### config.mk
export PLATFORM = sky130hd
export DESIGN_NAME = mcu8_core_instruction_exec
export DESIGN_NICKNAME = d
export VERILOG_FILES = /design/src/verilog/mcu8_exec_pkg.sv /design/src/verilog/mcu8_core_instruction_exec.sv
export SDC_FILE = /design/constraint.sdc
export NUM_CORES = 1
export LEC_CHECK = 0
export BUFFER_PORTS_ARGS = -buffer_cell sky130_fd_sc_hd__buf_2
export CAP_MARGIN = 5
export CORE_MARGIN = 2
export CORE_UTILIZATION = 40
export CTS_CLUSTER_DIAMETER = 150
export DETAILED_ROUTE_END_ITERATION = 8
export PLACE_DENSITY = 0.6
export SYNTH_ARGS = -nofsm -noshare
export SYNTH_HDL_FRONTEND = slang
export SYNTH_SLANG_ARGS = --single-unit
### constraint.sdc
create_clock -name I_SYS_CLK -period 5.9 [get_ports I_SYS_CLK]
set_clock_uncertainty 0.05 [all_clocks]
set_input_delay 0.885 -clock I_SYS_CLK [delete_from_list [all_inputs] [get_ports I_SYS_CLK]]
set_output_delay 0.885 -clock I_SYS_CLK [all_outputs]
set_load 0.01 [all_outputs]
### src/verilog/mcu8_exec_pkg.sv
// Constants, encodings and carrier types of the 8-bit core execution unit
package mcu8_exec_pkg;
    // Last core clock count of a machine cycle (four clocks per cycle)
    localparam logic [1:0] MCYC_LAST = 2'h3;
    // Data space locations of the core registers, then reset values
    localparam logic [7:0] A_ADDR = 8'hff;
    localparam logic [7:0] X_ADDR = 8'h80;
    localparam logic [7:0] Y_ADDR = 8'h81;
    localparam logic [7:0] SD_BASE = 8'h80;
    localparam logic [7:0] RST_BYTE = 8'h00;
    localparam logic [11:0] RST_PC = 12'h000;
    // Opcode groups, low nibble of the opcode
    localparam logic [3:0] GRP_JNZ = 4'h0;
    localparam logic [3:0] GRP_CALL = 4'h1;
    localparam logic [3:0] GRP_JNC = 4'h2;
    localparam logic [3:0] GRP_BTST = 4'h3;
    localparam logic [3:0] GRP_JZ = 4'h4;
    localparam logic [3:0] GRP_SDIR = 4'h5;
    localparam logic [3:0] GRP_JC = 4'h6;
    localparam logic [3:0] GRP_IND = 4'h7;
    localparam logic [3:0] GRP_JP = 4'h9;
    localparam logic [3:0] GRP_BSET = 4'hb;
    localparam logic [3:0] GRP_INH = 4'hd;
    localparam logic [3:0] GRP_DIR = 4'hf;
    // Arithmetic functions, opcode bits 7:5
    localparam logic [2:0] FN_ADD = 3'h0;
    localparam logic [2:0] FN_AND = 3'h1;
    localparam logic [2:0] FN_CP = 3'h2;
    localparam logic [2:0] FN_SUB = 3'h3;
    localparam logic [2:0] FN_INC = 3'h4;
    localparam logic [2:0] FN_DEC = 3'h5;
    localparam logic [2:0] FN_CLR = 3'h6;
    // Inherent operations, opcode bits 7:4
    localparam logic [3:0] INH_RET = 4'h1;
    localparam logic [3:0] INH_RETURN_FROM_INTERRUPT = 4'h2;
    localparam logic [3:0] INH_STOP = 4'h3;
    localparam logic [3:0] INH_WAIT = 4'h4;
    localparam logic [3:0] INH_COM = 4'h5;
    localparam logic [3:0] INH_RLC = 4'h6;
    localparam logic [3:0] INH_SLA = 4'h7;
    // Byte counts and machine cycle counts
    localparam logic [2:0] LEN_1 = 3'h1;
    localparam logic [2:0] LEN_2 = 3'h2;
    localparam logic [2:0] LEN_3 = 3'h3;
    localparam logic [2:0] CYC_SHORT = 3'h2;
    localparam logic [2:0] CYC_ALU = 3'h4;
    localparam logic [2:0] CYC_BTST = 3'h5;
    // Branch bases, added to the instruction's own address; then the top return stack slot
    localparam logic [11:0] REL_BASE = 12'h001;
    localparam logic [11:0] BT_BASE = 12'h002;
    localparam logic [2:0] STK_TOP = 3'h5;
    typedef struct packed {
        logic [7:0] addr;
        logic [7:0] wdata;
        logic we;
        logic re;
    } ds_req_t;
    typedef enum logic [2:0] {
        ST_RUN = 3'b001,
        ST_WAIT = 3'b010,
        ST_STOP = 3'b100
    } core_state_t;
endpackage

### src/verilog/mcu8_core_instruction_exec.sv
// Execution unit: arithmetic, branch, bit, control and jump instructions
// Contract
// - Add/and/compare/subtract: accumulator with memory or immediate
// - Clear/increment/decrement reach all 256 data locations
// - Complement, rotate, shift work on accumulator only
// - Short jumps test one flag, 1 byte, 2 cycles
// - Short jump span is -15 to +16
// - Bit-test jump span is -126 to +129
// - Jump if bit clear: 3 bytes, 5 cycles
// - Jump if bit set: 3 bytes, 5 cycles
// - Bit tests copy tested bit into carry
// - Set/clear reach any bit of any location
// - Set/clear: 2 bytes, 4 cycles, flags kept
// - Jump and call take 12-bit target, call saves
// - Stop becomes wait when watchdog is selected
// - Immediate byte comes from program memory
`timescale 1ns/10ps
module mcu8_core_instruction_exec (
    input wire logic I_SYS_CLK,
    input wire logic I_RST_N,
    input wire logic [7:0] I_PM_DATA,
    input wire logic [7:0] I_DS_RDATA,
    input wire logic I_WDG_SEL,
    input wire logic I_WAKE,
    input wire logic I_FLAG_SAVE,
    output logic [11:0] O_PM_ADDR,
    output mcu8_exec_pkg::ds_req_t O_DS_REQ,
    output logic [7:0] O_ACC,
    output logic O_ZERO,
    output logic O_CARRY,
    output logic O_WAIT,
    output logic O_STOP
);
    logic [1:0] div_reg;
    logic [2:0] mc_reg, sp_reg;
    logic [11:0] pc_reg, ipc_reg;
    logic [7:0] ir0_reg, ir1_reg, ir2_reg, ea_reg, opnd_reg;
    logic [7:0] a_reg, x_reg, y_reg, v_reg, w_reg;
    logic z_reg, c_reg, zs_reg, cs_reg;
    logic [11:0] stk [0:5];
    mcu8_exec_pkg::core_state_t state_reg;
    mcu8_exec_pkg::ds_req_t ds_reg;

    // Machine cycle enable
    wire cyc_en = (div_reg == mcu8_exec_pkg::MCYC_LAST);
    wire run = (state_reg == mcu8_exec_pkg::ST_RUN);
    wire [7:0] opc = (mc_reg == 3'h0) ? I_PM_DATA : ir0_reg;
    wire [3:0] grp = opc[3:0];
    wire [2:0] fn = opc[7:5];
    wire [3:0] inh = opc[7:4];
    // Every even code is a relative jump; bit 3 is displacement, not group
    wire is_rel = ~grp[0];
    wire is_bt = (grp == mcu8_exec_pkg::GRP_BTST);
    wire is_bs = (grp == mcu8_exec_pkg::GRP_BSET);
    wire is_call = (grp == mcu8_exec_pkg::GRP_CALL);
    wire is_jp = (grp == mcu8_exec_pkg::GRP_JP);
    wire is_sd = (grp == mcu8_exec_pkg::GRP_SDIR) & ~opc[7];
    wire is_ind = (grp == mcu8_exec_pkg::GRP_IND)
        & (fn <= mcu8_exec_pkg::FN_DEC);
    wire is_dir = (grp == mcu8_exec_pkg::GRP_DIR)
        & (fn <= mcu8_exec_pkg::FN_CLR);
    wire is_inh = (grp == mcu8_exec_pkg::GRP_INH);
    wire is_ctl = is_inh & (inh <= mcu8_exec_pkg::INH_WAIT);
    wire is_acc1 = is_inh & (inh >= mcu8_exec_pkg::INH_COM)
        & (inh <= mcu8_exec_pkg::INH_SLA);
    wire is_alu = is_ind | is_dir | is_sd;
    wire use_imm = is_dir & opc[4] & (fn <= mcu8_exec_pkg::FN_SUB);
    wire [2:0] afn = is_sd ? (opc[4] ? mcu8_exec_pkg::FN_DEC
        : mcu8_exec_pkg::FN_INC) : fn;
    wire is_clr = is_dir & (fn == mcu8_exec_pkg::FN_CLR);
    // Byte and cycle counts per class
    wire [2:0] len = is_bt ? mcu8_exec_pkg::LEN_3
        : (is_bs | is_call | is_jp) ? mcu8_exec_pkg::LEN_2
        : is_clr ? mcu8_exec_pkg::LEN_3
        : is_dir ? mcu8_exec_pkg::LEN_2
        : (is_inh & inh == mcu8_exec_pkg::INH_SLA) ? mcu8_exec_pkg::LEN_2
        : mcu8_exec_pkg::LEN_1;
    wire [2:0] ncyc = is_bt ? mcu8_exec_pkg::CYC_BTST
        : (is_alu | is_acc1 | is_bs | is_call | is_jp)
        ? mcu8_exec_pkg::CYC_ALU : mcu8_exec_pkg::CYC_SHORT;
    wire step = cyc_en & run;
    wire start = step & (mc_reg == 3'h0);
    wire fetch = step & (mc_reg < len);
    wire samp = step & (mc_reg == 3'(ncyc - 3'h2));
    wire last = step & (mc_reg == 3'(ncyc - 3'h1));
    // Reads of core registers never reach the external data space
    wire hit_a = (ea_reg == mcu8_exec_pkg::A_ADDR);
    wire hit_x = (ea_reg == mcu8_exec_pkg::X_ADDR);
    wire hit_y = (ea_reg == mcu8_exec_pkg::Y_ADDR);
    wire hit_v = (ea_reg == 8'(mcu8_exec_pkg::SD_BASE + 8'h02));
    wire hit_w = (ea_reg == 8'(mcu8_exec_pkg::SD_BASE + 8'h03));
    wire hit_int = hit_a | hit_x | hit_y | hit_v | hit_w;
    wire [7:0] ds_val = hit_a ? a_reg : hit_x ? x_reg : hit_y ? y_reg
        : hit_v ? v_reg : hit_w ? w_reg : I_DS_RDATA;
    wire [7:0] ea_first = is_ind ? (opc[4] ? y_reg : x_reg)
        : is_sd ? (mcu8_exec_pkg::SD_BASE | {6'h00, opc[6:5]})
        : mcu8_exec_pkg::A_ADDR;
    wire [7:0] b_op = use_imm ? ir1_reg : opnd_reg;
    wire [8:0] sum9 = {1'b0, a_reg} + {1'b0, b_op};
    wire [8:0] dif9 = {1'b0, a_reg} - {1'b0, b_op};
    wire [7:0] bmask = 8'h01 << opc[7:5];
    wire tbit = opnd_reg[opc[7:5]];
    wire bt_take = opc[4] ? tbit : ~tbit;
    wire rel_take = grp[2] ? (grp[1] ? c_reg : z_reg)
        : (grp[1] ? ~c_reg : ~z_reg);
    wire [11:0] rel_tgt = ipc_reg + mcu8_exec_pkg::REL_BASE
        + {{7{opc[7]}}, opc[7:3]};
    wire [11:0] bt_tgt = ipc_reg + mcu8_exec_pkg::BT_BASE
        + {{4{ir2_reg[7]}}, ir2_reg};
    wire [11:0] far_tgt = {opc[7:4], ir1_reg};
    wire [2:0] sp_dec = 3'(sp_reg - 3'h1);
    wire do_ret = is_ctl & (inh == mcu8_exec_pkg::INH_RET
        | inh == mcu8_exec_pkg::INH_RETURN_FROM_INTERRUPT);

    logic [7:0] res;
    logic c_new, z_aff, c_aff, wr_acc, wr_mem;
    always_comb begin
        res = 8'h00;
        c_new = c_reg;
        z_aff = 1'b0;
        c_aff = 1'b0;
        wr_acc = 1'b0;
        wr_mem = 1'b0;
        if (is_alu) begin
            z_aff = ~is_clr;
            c_aff = (afn <= mcu8_exec_pkg::FN_SUB);
            unique case (afn)
                mcu8_exec_pkg::FN_ADD: begin
                    res = sum9[7:0];
                    c_new = sum9[8];
                    wr_acc = 1'b1;
                end
                mcu8_exec_pkg::FN_AND: begin
                    res = a_reg & b_op;
                    c_new = 1'b0;
                    wr_acc = 1'b1;
                end
                mcu8_exec_pkg::FN_CP: begin
                    res = dif9[7:0];
                    c_new = dif9[8];
                end
                mcu8_exec_pkg::FN_SUB: begin
                    res = dif9[7:0];
                    c_new = dif9[8];
                    wr_acc = 1'b1;
                end
                mcu8_exec_pkg::FN_INC: begin
                    res = 8'(opnd_reg + 8'h01);
                    wr_mem = 1'b1;
                end
                mcu8_exec_pkg::FN_DEC: begin
                    res = 8'(opnd_reg - 8'h01);
                    wr_mem = 1'b1;
                end
                default: begin
                    res = 8'h00;
                    wr_mem = 1'b1;
                end
            endcase
        end else if (is_acc1) begin
            z_aff = 1'b1;
            c_aff = 1'b1;
            c_new = a_reg[7];
            wr_acc = 1'b1;
            if (inh == mcu8_exec_pkg::INH_COM) begin
                res = ~a_reg;
            end else if (inh == mcu8_exec_pkg::INH_RLC) begin
                res = {a_reg[6:0], c_reg};
            end else begin
                res = {a_reg[6:0], 1'b0};
            end
        end else if (is_bs) begin
            res = opc[4] ? (opnd_reg | bmask) : (opnd_reg & ~bmask);
            wr_mem = 1'b1;
        end
    end

    wire ex_wr = last & wr_mem;
    wire ext_wr = ex_wr & ~hit_int;
    wire a_wr = last & (wr_acc | (wr_mem & hit_a));

    always_ff @(posedge I_SYS_CLK) begin
        if (!I_RST_N) begin
            div_reg <= 2'h0;
        end else begin
            div_reg <= 2'(div_reg + 2'h1);
        end
    end

    always_ff @(posedge I_SYS_CLK) begin
        if (!I_RST_N) begin
            mc_reg <= 3'h0;
            ipc_reg <= mcu8_exec_pkg::RST_PC;
            ir0_reg <= mcu8_exec_pkg::RST_BYTE;
            ir1_reg <= mcu8_exec_pkg::RST_BYTE;
            ir2_reg <= mcu8_exec_pkg::RST_BYTE;
            ea_reg <= mcu8_exec_pkg::RST_BYTE;
            opnd_reg <= mcu8_exec_pkg::RST_BYTE;
        end else begin
            if (step) begin
                mc_reg <= last ? 3'h0 : 3'(mc_reg + 3'h1);
            end
            if (start) begin
                ipc_reg <= pc_reg;
                ir0_reg <= I_PM_DATA;
                ea_reg <= ea_first;
            end
            if (fetch & mc_reg == 3'h1) begin
                ir1_reg <= I_PM_DATA;
                if (is_dir | is_bt | is_bs) begin
                    ea_reg <= I_PM_DATA;
                end
            end
            if (fetch & mc_reg == 3'h2) begin
                ir2_reg <= I_PM_DATA;
            end
            if (samp) begin
                opnd_reg <= ds_val;
            end
        end
    end

    // Program counter and return stack; overflow overwrites the top slot
    always_ff @(posedge I_SYS_CLK) begin
        if (!I_RST_N) begin
            pc_reg <= mcu8_exec_pkg::RST_PC;
            sp_reg <= 3'h0;
        end else if (last & is_rel & rel_take) begin
            pc_reg <= rel_tgt;
        end else if (last & is_bt & bt_take) begin
            pc_reg <= bt_tgt;
        end else if (last & (is_jp | is_call)) begin
            pc_reg <= far_tgt;
            if (is_call) begin
                stk[sp_reg] <= pc_reg;
                if (sp_reg != mcu8_exec_pkg::STK_TOP) begin
                    sp_reg <= 3'(sp_reg + 3'h1);
                end
            end
        end else if (last & do_ret & sp_reg != 3'h0) begin
            pc_reg <= stk[sp_dec];
            sp_reg <= sp_dec;
        end else if (fetch) begin
            pc_reg <= 12'(pc_reg + 12'h001);
        end
    end

    always_ff @(posedge I_SYS_CLK) begin
        if (!I_RST_N) begin
            a_reg <= 8'h00;
            x_reg <= 8'h00;
            y_reg <= 8'h00;
            v_reg <= 8'h00;
            w_reg <= 8'h00;
        end else begin
            if (a_wr) begin
                a_reg <= res;
            end
            if (ex_wr & hit_x) begin
                x_reg <= res;
            end
            if (ex_wr & hit_y) begin
                y_reg <= res;
            end
            if (ex_wr & hit_v) begin
                v_reg <= res;
            end
            if (ex_wr & hit_w) begin
                w_reg <= res;
            end
        end
    end

    // Flags change only where the class allows it
    always_ff @(posedge I_SYS_CLK) begin
        if (!I_RST_N) begin
            z_reg <= 1'b0;
            c_reg <= 1'b0;
            zs_reg <= 1'b0;
            cs_reg <= 1'b0;
        end else begin
            if (I_FLAG_SAVE) begin
                zs_reg <= z_reg;
                cs_reg <= c_reg;
            end
            if (last & z_aff) begin
                z_reg <= (res == 8'h00);
            end
            if (last & c_aff) begin
                c_reg <= c_new;
            end else if (last & is_bt) begin
                c_reg <= tbit;
            end else if (last & is_ctl & inh == mcu8_exec_pkg::INH_RETURN_FROM_INTERRUPT) begin
                z_reg <= zs_reg;
                c_reg <= cs_reg;
            end
        end
    end

    // Data space write is a one-clock strobe after the last machine cycle
    always_ff @(posedge I_SYS_CLK) begin
        if (!I_RST_N) begin
            ds_reg <= '0;
            state_reg <= mcu8_exec_pkg::ST_RUN;
        end else begin
            ds_reg.addr <= ea_reg;
            ds_reg.we <= ext_wr;
            ds_reg.re <= samp & ~hit_int;
            if (ext_wr) begin
                ds_reg.wdata <= res;
            end
            if (last & is_ctl & inh == mcu8_exec_pkg::INH_STOP) begin
                state_reg <= I_WDG_SEL ? mcu8_exec_pkg::ST_WAIT
                    : mcu8_exec_pkg::ST_STOP;
            end else if (last & is_ctl & inh == mcu8_exec_pkg::INH_WAIT) begin
                state_reg <= mcu8_exec_pkg::ST_WAIT;
            end else if (!run & I_WAKE) begin
                state_reg <= mcu8_exec_pkg::ST_RUN;
            end
        end
    end

    assign O_PM_ADDR = pc_reg;
    assign O_DS_REQ = ds_reg;
    assign O_ACC = a_reg;
    assign O_ZERO = z_reg;
    assign O_CARRY = c_reg;
    assign O_WAIT = (state_reg == mcu8_exec_pkg::ST_WAIT);
    assign O_STOP = (state_reg == mcu8_exec_pkg::ST_STOP);

    a_rel_timing: assert property (@(posedge I_SYS_CLK)
        disable iff (!I_RST_N) start & is_rel |-> ##8 start)
        else $error("short jump did not end in two machine cycles");
    a_rel_span: assert property (@(posedge I_SYS_CLK)
        disable iff (!I_RST_N) last & is_rel & rel_take |=>
        ($signed(pc_reg - ipc_reg) >= -15)
        && ($signed(pc_reg - ipc_reg) <= 16))
        else $error("short jump target out of span");
    a_bt_span: assert property (@(posedge I_SYS_CLK)
        disable iff (!I_RST_N) last & is_bt & bt_take |=>
        ($signed(pc_reg - ipc_reg) >= -126)
        && ($signed(pc_reg - ipc_reg) <= 129))
        else $error("bit test target out of span");
    a_bt_clear: assert property (@(posedge I_SYS_CLK)
        disable iff (!I_RST_N) start & is_bt |-> ##20 start)
        else $error("bit test did not end in five machine cycles");
    a_bt_carry: assert property (@(posedge I_SYS_CLK)
        disable iff (!I_RST_N) last & is_bt |=>
        c_reg == $past(tbit) && z_reg == $past(z_reg))
        else $error("tested bit not copied to carry");
    a_bit_op: assert property (@(posedge I_SYS_CLK)
        disable iff (!I_RST_N) start & is_bs |-> ##13 ($stable(c_reg)
        && $stable(z_reg)) ##3 start)
        else $error("bit set or clear timing or flags wrong");
    a_stop_wait: assert property (@(posedge I_SYS_CLK)
        disable iff (!I_RST_N) last & is_ctl
        & inh == mcu8_exec_pkg::INH_STOP & I_WDG_SEL |=> O_WAIT && !O_STOP)
        else $error("stop entered while watchdog selected");
    a_inc_carry: assert property (@(posedge I_SYS_CLK)
        disable iff (!I_RST_N) last & is_alu & (afn == mcu8_exec_pkg::FN_INC
        | afn == mcu8_exec_pkg::FN_DEC) |=> $stable(c_reg))
        else $error("increment or decrement changed carry");
    a_zero_flag: assert property (@(posedge I_SYS_CLK)
        disable iff (!I_RST_N) last & z_aff |=> z_reg == ($past(res) == 0))
        else $error("zero flag does not match result");
endmodule

Yosys cells after proc, flatten, opt, wreduce, memory -nomap -nowiden
Memory sizes are Yosys's and may differ from the RTL's.
Index checks and enable logic that the tools add are counted.
{"block": "totals", "ff_bits": 137, "ramBits": 72, "in_bits": 21, "output_inout_bits": 42, "memories": 1}
{"block": "classes", "add_sub_neg": 15, "order_cmp": 9, "n_eq_ne": 39, "shift": 1, "mux": 74, "bitwise_logic": 72, "n_reduce_logical": 14}
{"name": "stk", "words": 6, "word_bits": 12, "read_ports": 1, "rd_clocked_by_memory_dff": 0, "write_ports": 1, "line": "mcu8_core_instruction_exec.sv:40", "source": "logic [11:0] stk [0:5];"}
{"cell": "$mux W8", "count": 17}
{"cell": "$mux W12", "count": 5}
{"cell": "$and A1 B1 Y1", "count": 41}
{"cell": "$eq A8 B8 Y1 const B", "count": 5}
{"cell": "$pmux W8 S5", "count": 1}
{"cell": "$mux W3", "count": 12}
{"cell": "$mux W1", "count": 31}
{"cell": "$add A12 B1 Y12 const B", "count": 2}
{"cell": "$add A12 B12 Y12", "count": 2}
{"cell": "$eq A4 B3 Y1 const B", "count": 6}
{"cell": "$or A1 B1 Y1", "count": 17}
{"cell": "$and A8 B8 Y8", "count": 2}
{"cell": "$eq A4 B4 Y1 const B", "count": 4}
{"cell": "$not A8 Y8", "count": 2}
{"cell": "$add A12 B2 Y12 const B", "count": 1}
{"cell": "$eq A3 B2 Y1 const B", "count": 4}
{"cell": "$eq A3 B3 Y1 const B", "count": 4}
{"cell": "$eq A4 B2 Y1 const B", "count": 3}
{"cell": "$mux W2", "count": 5}
{"cell": "$add A8 B8 Y9", "count": 1}
{"cell": "$eq A3 B1 Y1 const B", "count": 3}
{"cell": "$not A1 Y1", "count": 9}
{"cell": "$reduce_bool A3 Y1", "count": 3}
{"cell": "$sub A8 B8 Y9", "count": 1}
{"cell": "34 further kinds", "count": 43}

Longest topological paths before layout
{"block": "logic_depth", "word_depth": 21, "mapped_depth": 22}

Least setup slack after synthesis
No wires, ideal clock.
{"block": "synth_path", "kind": "reg-to-reg", "start": "reg mc_reg[1]", "end": "reg z_reg (netlist: O_ZERO)", "setup_ps": 89, "arrival_ps": 4829, "required_time_ps": 5761, "slack_ps": 933, "path_stages_with_launch": 21, "synth_period_minus_slack_ps": 4967, "path_cell_list": "dfxtp_1 > inv_1 > ha_1 > nand2b_4 > buf_6 > buf_6 > mux2_2 > or3_1 > clkbuf_1 > mux2_2 > ha_1 > fa_1 > o21bai_1 > a21oi_1 > o31ai_1 > xnor2_1 > a22o_1 > o21ai_0 > o221ai_1 > or4b_1 > o32ai_2"}
{"block": "synth_between", "elab_chain_cells": 20, "elab_cells_between_ends": 80, "classes_between": "add/sub (3); order compare (7); eq/ne (18); shift (1); mux (20); bitwise (27); reduce/logical (4)"}
{"element": "from (decl)", "line": "mcu8_core_instruction_exec.sv:35", "source": "logic [2:0] mc_reg, sp_reg;"}
{"element": "from (signal assigned)", "line": "mcu8_core_instruction_exec.sv:201", "source": "mc_reg <= last ? 3'h0 : 3'(mc_reg + 3'h1);"}
{"element": "$logic_not A3 Y1", "line": "mcu8_core_instruction_exec.sv:47", "source": "wire [7:0] opc = (mc_reg == 3'h0) ? I_PM_DATA : ir0_reg;"}
{"element": "$mux W8", "line": "mcu8_core_instruction_exec.sv:47"}
{"element": "$le A3 B3 Y1 (tied with other cells)", "line": "mcu8_core_instruction_exec.sv:59", "source": "& (fn <= mcu8_exec_pkg::FN_DEC);"}
{"element": "$and A1 B1 Y1, on equally long branches", "line": "mcu8_core_instruction_exec.sv:59, mcu8_core_instruction_exec.sv:61"}
{"element": "$or A1 B1 Y1 (2 in series)", "line": "mcu8_core_instruction_exec.sv:66", "source": "wire is_alu = is_ind | is_dir | is_sd;"}
{"element": "$or A1 B1 Y1 (4 in series)", "line": "mcu8_core_instruction_exec.sv:79", "source": ": (is_alu | is_acc1 | is_bs | is_call | is_jp)"}
{"element": "$mux W3", "line": "mcu8_core_instruction_exec.sv:80", "source": "? mcu8_exec_pkg::CYC_ALU : mcu8_exec_pkg::CYC_SHORT;"}
{"element": "$mux W3", "line": "mcu8_core_instruction_exec.sv:78", "source": "wire [2:0] ncyc = is_bt ? mcu8_exec_pkg::CYC_BTST"}
{"element": "$sub A3 B1 Y3", "line": "mcu8_core_instruction_exec.sv:85", "source": "wire last = step & (mc_reg == 3'(ncyc - 3'h1));"}
{"element": "$eq A3 B3 Y1", "line": "mcu8_core_instruction_exec.sv:85"}
{"element": "$and A1 B1 Y1", "line": "mcu8_core_instruction_exec.sv:85"}
{"element": "$and A1 B1 Y1, on equally long branches", "line": "mcu8_core_instruction_exec.sv:286, mcu8_core_instruction_exec.sv:293"}
{"element": "$mux W1 / $and A1 B1 Y1 (equally long branches)", "line": "mcu8_core_instruction_exec.sv:286, mcu8_core_instruction_exec.sv:293"}
{"element": "$mux W1", "line": "mcu8_core_instruction_exec.sv:293", "source": "end else if (last & is_ctl & inh == mcu8_exec_pkg::INH_RETURN_FROM_INTERRUPT) begin"}
{"element": "$mux W1", "line": "mcu8_core_instruction_exec.sv:291", "source": "end else if (last & is_bt) begin"}
{"element": "$mux W1 (*)", "line": "mcu8_core_instruction_exec.sv:289", "source": "if (last & c_aff) begin"}
{"element": "to (signal assigned)", "line": "mcu8_core_instruction_exec.sv:287", "source": "z_reg <= (res == 8'h00);"}
{"element": "to (signal assigned)", "line": "mcu8_core_instruction_exec.sv:294", "source": "z_reg <= zs_reg;"}
{"element": "to (decl)", "line": "mcu8_core_instruction_exec.sv:39", "source": "logic z_reg, c_reg, zs_reg, cs_reg;"}
Mark *: on every way between the ends. The rest lies on a longest branch, timed or not.
A chain may end at the register's enable or synchronous reset.

Final worst setup path
Same ends and word-level chain as after synthesis.

==> impl_metrics.env <==
export IMPL_antenna_found_initial=1
export IMPL_largest_register_ffs=72
export IMPL_gr_total_overflow=0
export IMPL_nNetsFinal=1524
export IMPL_critical_path_top_delay_family="compound AO/OA/AOI/OAI gates"
export IMPL_max_stage_delay_ps=550
export IMPL_utilization_pct=46.13
export IMPL_critical_path_class="reg -> reg"
export IMPL_cts_tree="done"
export IMPL_synth_seq_cells=209
export IMPL_vdd_drop_max_mv=0.3211
export IMPL_maxSlewHeadroom_pct=24.17
export IMPL_grt_max_degree=72
export IMPL_synth_top_area_share_pct=21.88
export IMPL_fp_dieW_um=181.0
export IMPL_syn_inst=1372
export IMPL_drc=0
export IMPL_fmax_mhz=182.5
export IMPL_h_tree_depth=1
export IMPL_async_flop_share_pct=0
export IMPL_grt_pass1_vias=10330
export IMPL_start_util_pct=40.76
export IMPL_hold_viol=0
export IMPL_drt_pass1_iter_count=8
export IMPL_power_leakage_nw=5.439
export IMPL_yosysUniqueCellTypes=92
export IMPL_cts_sinks=209
export IMPL_die_area_um2=32760
export IMPL_regMostFlops="stk"
export IMPL_grt_total_usage_pct=23.04
export IMPL_rsz0062_at_grt="false"
export IMPL_wl_per_cell_um=20.65
export IMPL_n_fill_cell=3018
export IMPL_period_needed_ps=5479
export IMPL_fp_dieH_um=181.0
export IMPL_internal_power_w=0.002528
export IMPL_vias=10820
export IMPL_gp_congestion=0.9420
export IMPL_grt_pass1_wl_um=59750
export IMPL_worstPathRequired_ps=6300
export IMPL_start_kind="flop"
export IMPL_finalMaxSlewViolations=0
export IMPL_routed_wl_um=38120
export IMPL_crit_slowest_cell="or4b_1"
export IMPL_holdWs_ps=372.0
export IMPL_cts_buffer_depth=3
export IMPL_cp_max_fo=17
export IMPL_io_pins=63
export IMPL_endpoint_kind="flop"
export IMPL_dpl_hpwl_um=28070
export IMPL_rows=64
export IMPL_netSwitchingPower_w=0.0008528
export IMPL_critPathBufInv=1
export IMPL_p_sw_share_pct=25.23
export IMPL_drive_gt1_share_pct=14.70
export IMPL_maxCapViolCount=0
export IMPL_fin_crit_sh_pct=92.86
export IMPL_numCtsBuffers=25
export IMPL_synth_flop_cell="dfxtp_1"
export IMPL_power_frac_seq_pct=44.9
export IMPL_core_area_um2=30750
export IMPL_synth_enable_flop_cells=72
export IMPL_clkPwrFrac_pct=45.4
export IMPL_syn_nets=1465
export IMPL_drt_iter0_drc=891
export IMPL_cp_data_arrival_time_ps=5870
export IMPL_area_growth_pct=13.19
export IMPL_finalSetupTns_ps=0
export IMPL_register_area_um2=4906
export IMPL_hp_class="reg -> reg"
export IMPL_path_cells="inv_1, ha_1, nand2b_4, mux2_2, or3_1, mux2_2, ha_1, fa_1, o21bai_1, a21oi_1, o31ai_1, xnor2_1, a22o_1, o21ai_0, o221ai_1, or4b_1, o32ai_2"
export IMPL_cts_root_buffer="clkbuf_16"
export IMPL_status="finished, final reports clean"
export IMPL_cts_setup_buffers=0
export IMPL_ys_warnings_count=0
export IMPL_insertion_delay_ps=540
export IMPL_powerDensity_nw_per_um2=238.3
export IMPL_path_clk_slew_ps=60
export IMPL_avgSynthCellArea_um2=9.135
export IMPL_p_comb_share_pct=9.7
export IMPL_seq_area_frac_synth_pct=39.13
export IMPL_holdBufCountCts=0
export IMPL_synth_area_um2=12530
export IMPL_port_buffer_count=62
export IMPL_tightestPinTransition_ps=1137
export IMPL_multi_input_area_um2=7131
export IMPL_ys_top_cells_by_area="dfxtp_1 (22%), edfxtp_1 (17%), ha_1 (6.7%), mux2i_1 (5.4%), a21oi_1 (4.6%)"
export IMPL_vias_per_cell=5.862
export IMPL_antenna_left=0
export IMPL_cts_resized=0
export IMPL_finalSetupViolations=0
export IMPL_synth_largest_area_cell="dfxtp_1"
[per-layer routing]
| metal | global-route usage, % | vias up | wire length [µm] |
|---|---|---|---|
| li1 | - | 5195 | - |
| met2 | 37.94 | 385 | 17550 |
| met5 | 0 | - | 0 |
| met3 | 2.963 | 84 | 2192 |
| met4 | 7.642 | 0 | 1323 |
| met1 | 31.40 | 5158 | 17050 |
[stage by stage]
step | area (µm²) | instances | power, W | setup WS, ps
6_report | 14190 | 1846 | 0.003380 | 421.2
5_1_grt | 14190 | 1846 | 0.003498 | 145.6
2_1_floorplan | 12530 | 1372 | 0.001760 | 932.7
3_5_place_dp | 13360 | 1800 | 0.001868 | 530.3
3_3_place_gp | 13360 | 1800 | 0.001867 | 622.3
4_1_cts | 14180 | 1845 | 0.003407 | 473.3
[final timing paths]
| kind | slack, ps | depth (start not counted) | start | endpoint |
|---|---|---|---|---|
| worst max-delay path | 420 | 17 | mc_reg[1] | O_ZERO |
| worst min register to register | 370 | 1 | div_reg[0] | div_reg[0] |
| worst max register to register | 420 | 17 | mc_reg[1] | O_ZERO |
| worst min-delay path | 370 | 1 | div_reg[0] | div_reg[0] |
[power by group through the flow]
stage | combinational (W) | sequential, W | clock [W]
detailed placement | 0.000321 | 0.00155 | 0
global placement | 0.000320 | 0.00155 | 0
floorplan | 0.000219 | 0.00154 | 0
finish | 0.000328 | 0.00152 | 0.00154
global route | 0.000355 | 0.00152 | 0.00163
CTS | 0.000323 | 0.00152 | 0.00157
[placed cells by master, fill, tap and decap left out, drive strengths merged, types with 57 or more instances in the layout]
cell type,synthesis,final
a21oi,115,115
buf,20,101
ha,67,67
dfxtp,137,137
nand2,128,128
o21ai,57,57
mux2i,73,73
nor2,148,148
edfxtp,72,72
inv,59,60
[cell usage after synthesis, types with 5 or more instances]
cell type and instances:
a2111oi_0 5, a211o_1 7, a211oi_1 19, a21o_1 6, a21oi_1 114, a22oi_1 12
a31oi_1 20, and2_1 18, and3_1 6, buf_1 6, buf_2 11, clkbuf_1 49
dfxtp_1 137, edfxtp_1 72, fa_1 5, ha_1 67, inv_1 57, mux2_2 13
mux2i_1 68, mux4_2 12, nand2_1 127, nand3_1 33, nand4_1 9, nor2_1 147
nor2b_1 8, nor3_1 42, nor3b_1 8, nor4_1 8, nor4bb_1 5, o211ai_1 20
o21a_1 5, o21ai_0 52, o221ai_1 10, o22ai_1 11, o31ai_1 11, or2_2 7
or3_1 16, xnor2_1 37, xor2_1 12
[logic make-up after synthesis]
logic type	Yosys count	synth area share (%)
adders and majority gates	72	7.487
xor gates and xnor gates	49	3.424
AOI/OAI and AO/OA	355	18.67
and+or+nand+nor	460	17.70
buffers and inverters	128	4.093
DFF	209	39.13
muxes	99	9.494
[cell type report]
type                            instances  share of cell area, %
Timing Repair Buffer                  101                  4.251
Tap cell                              396                  3.493
Antenna cell                            1                0.01764
Multi-Input combinational cell       1035                  50.26
Clock inverter                         11                 0.9437
Inverter                               59                  1.570
Sequential cell                       209                  34.58
Clock buffer                           34                  4.877
No activity file was read; power rests on OpenSTA's default activity.
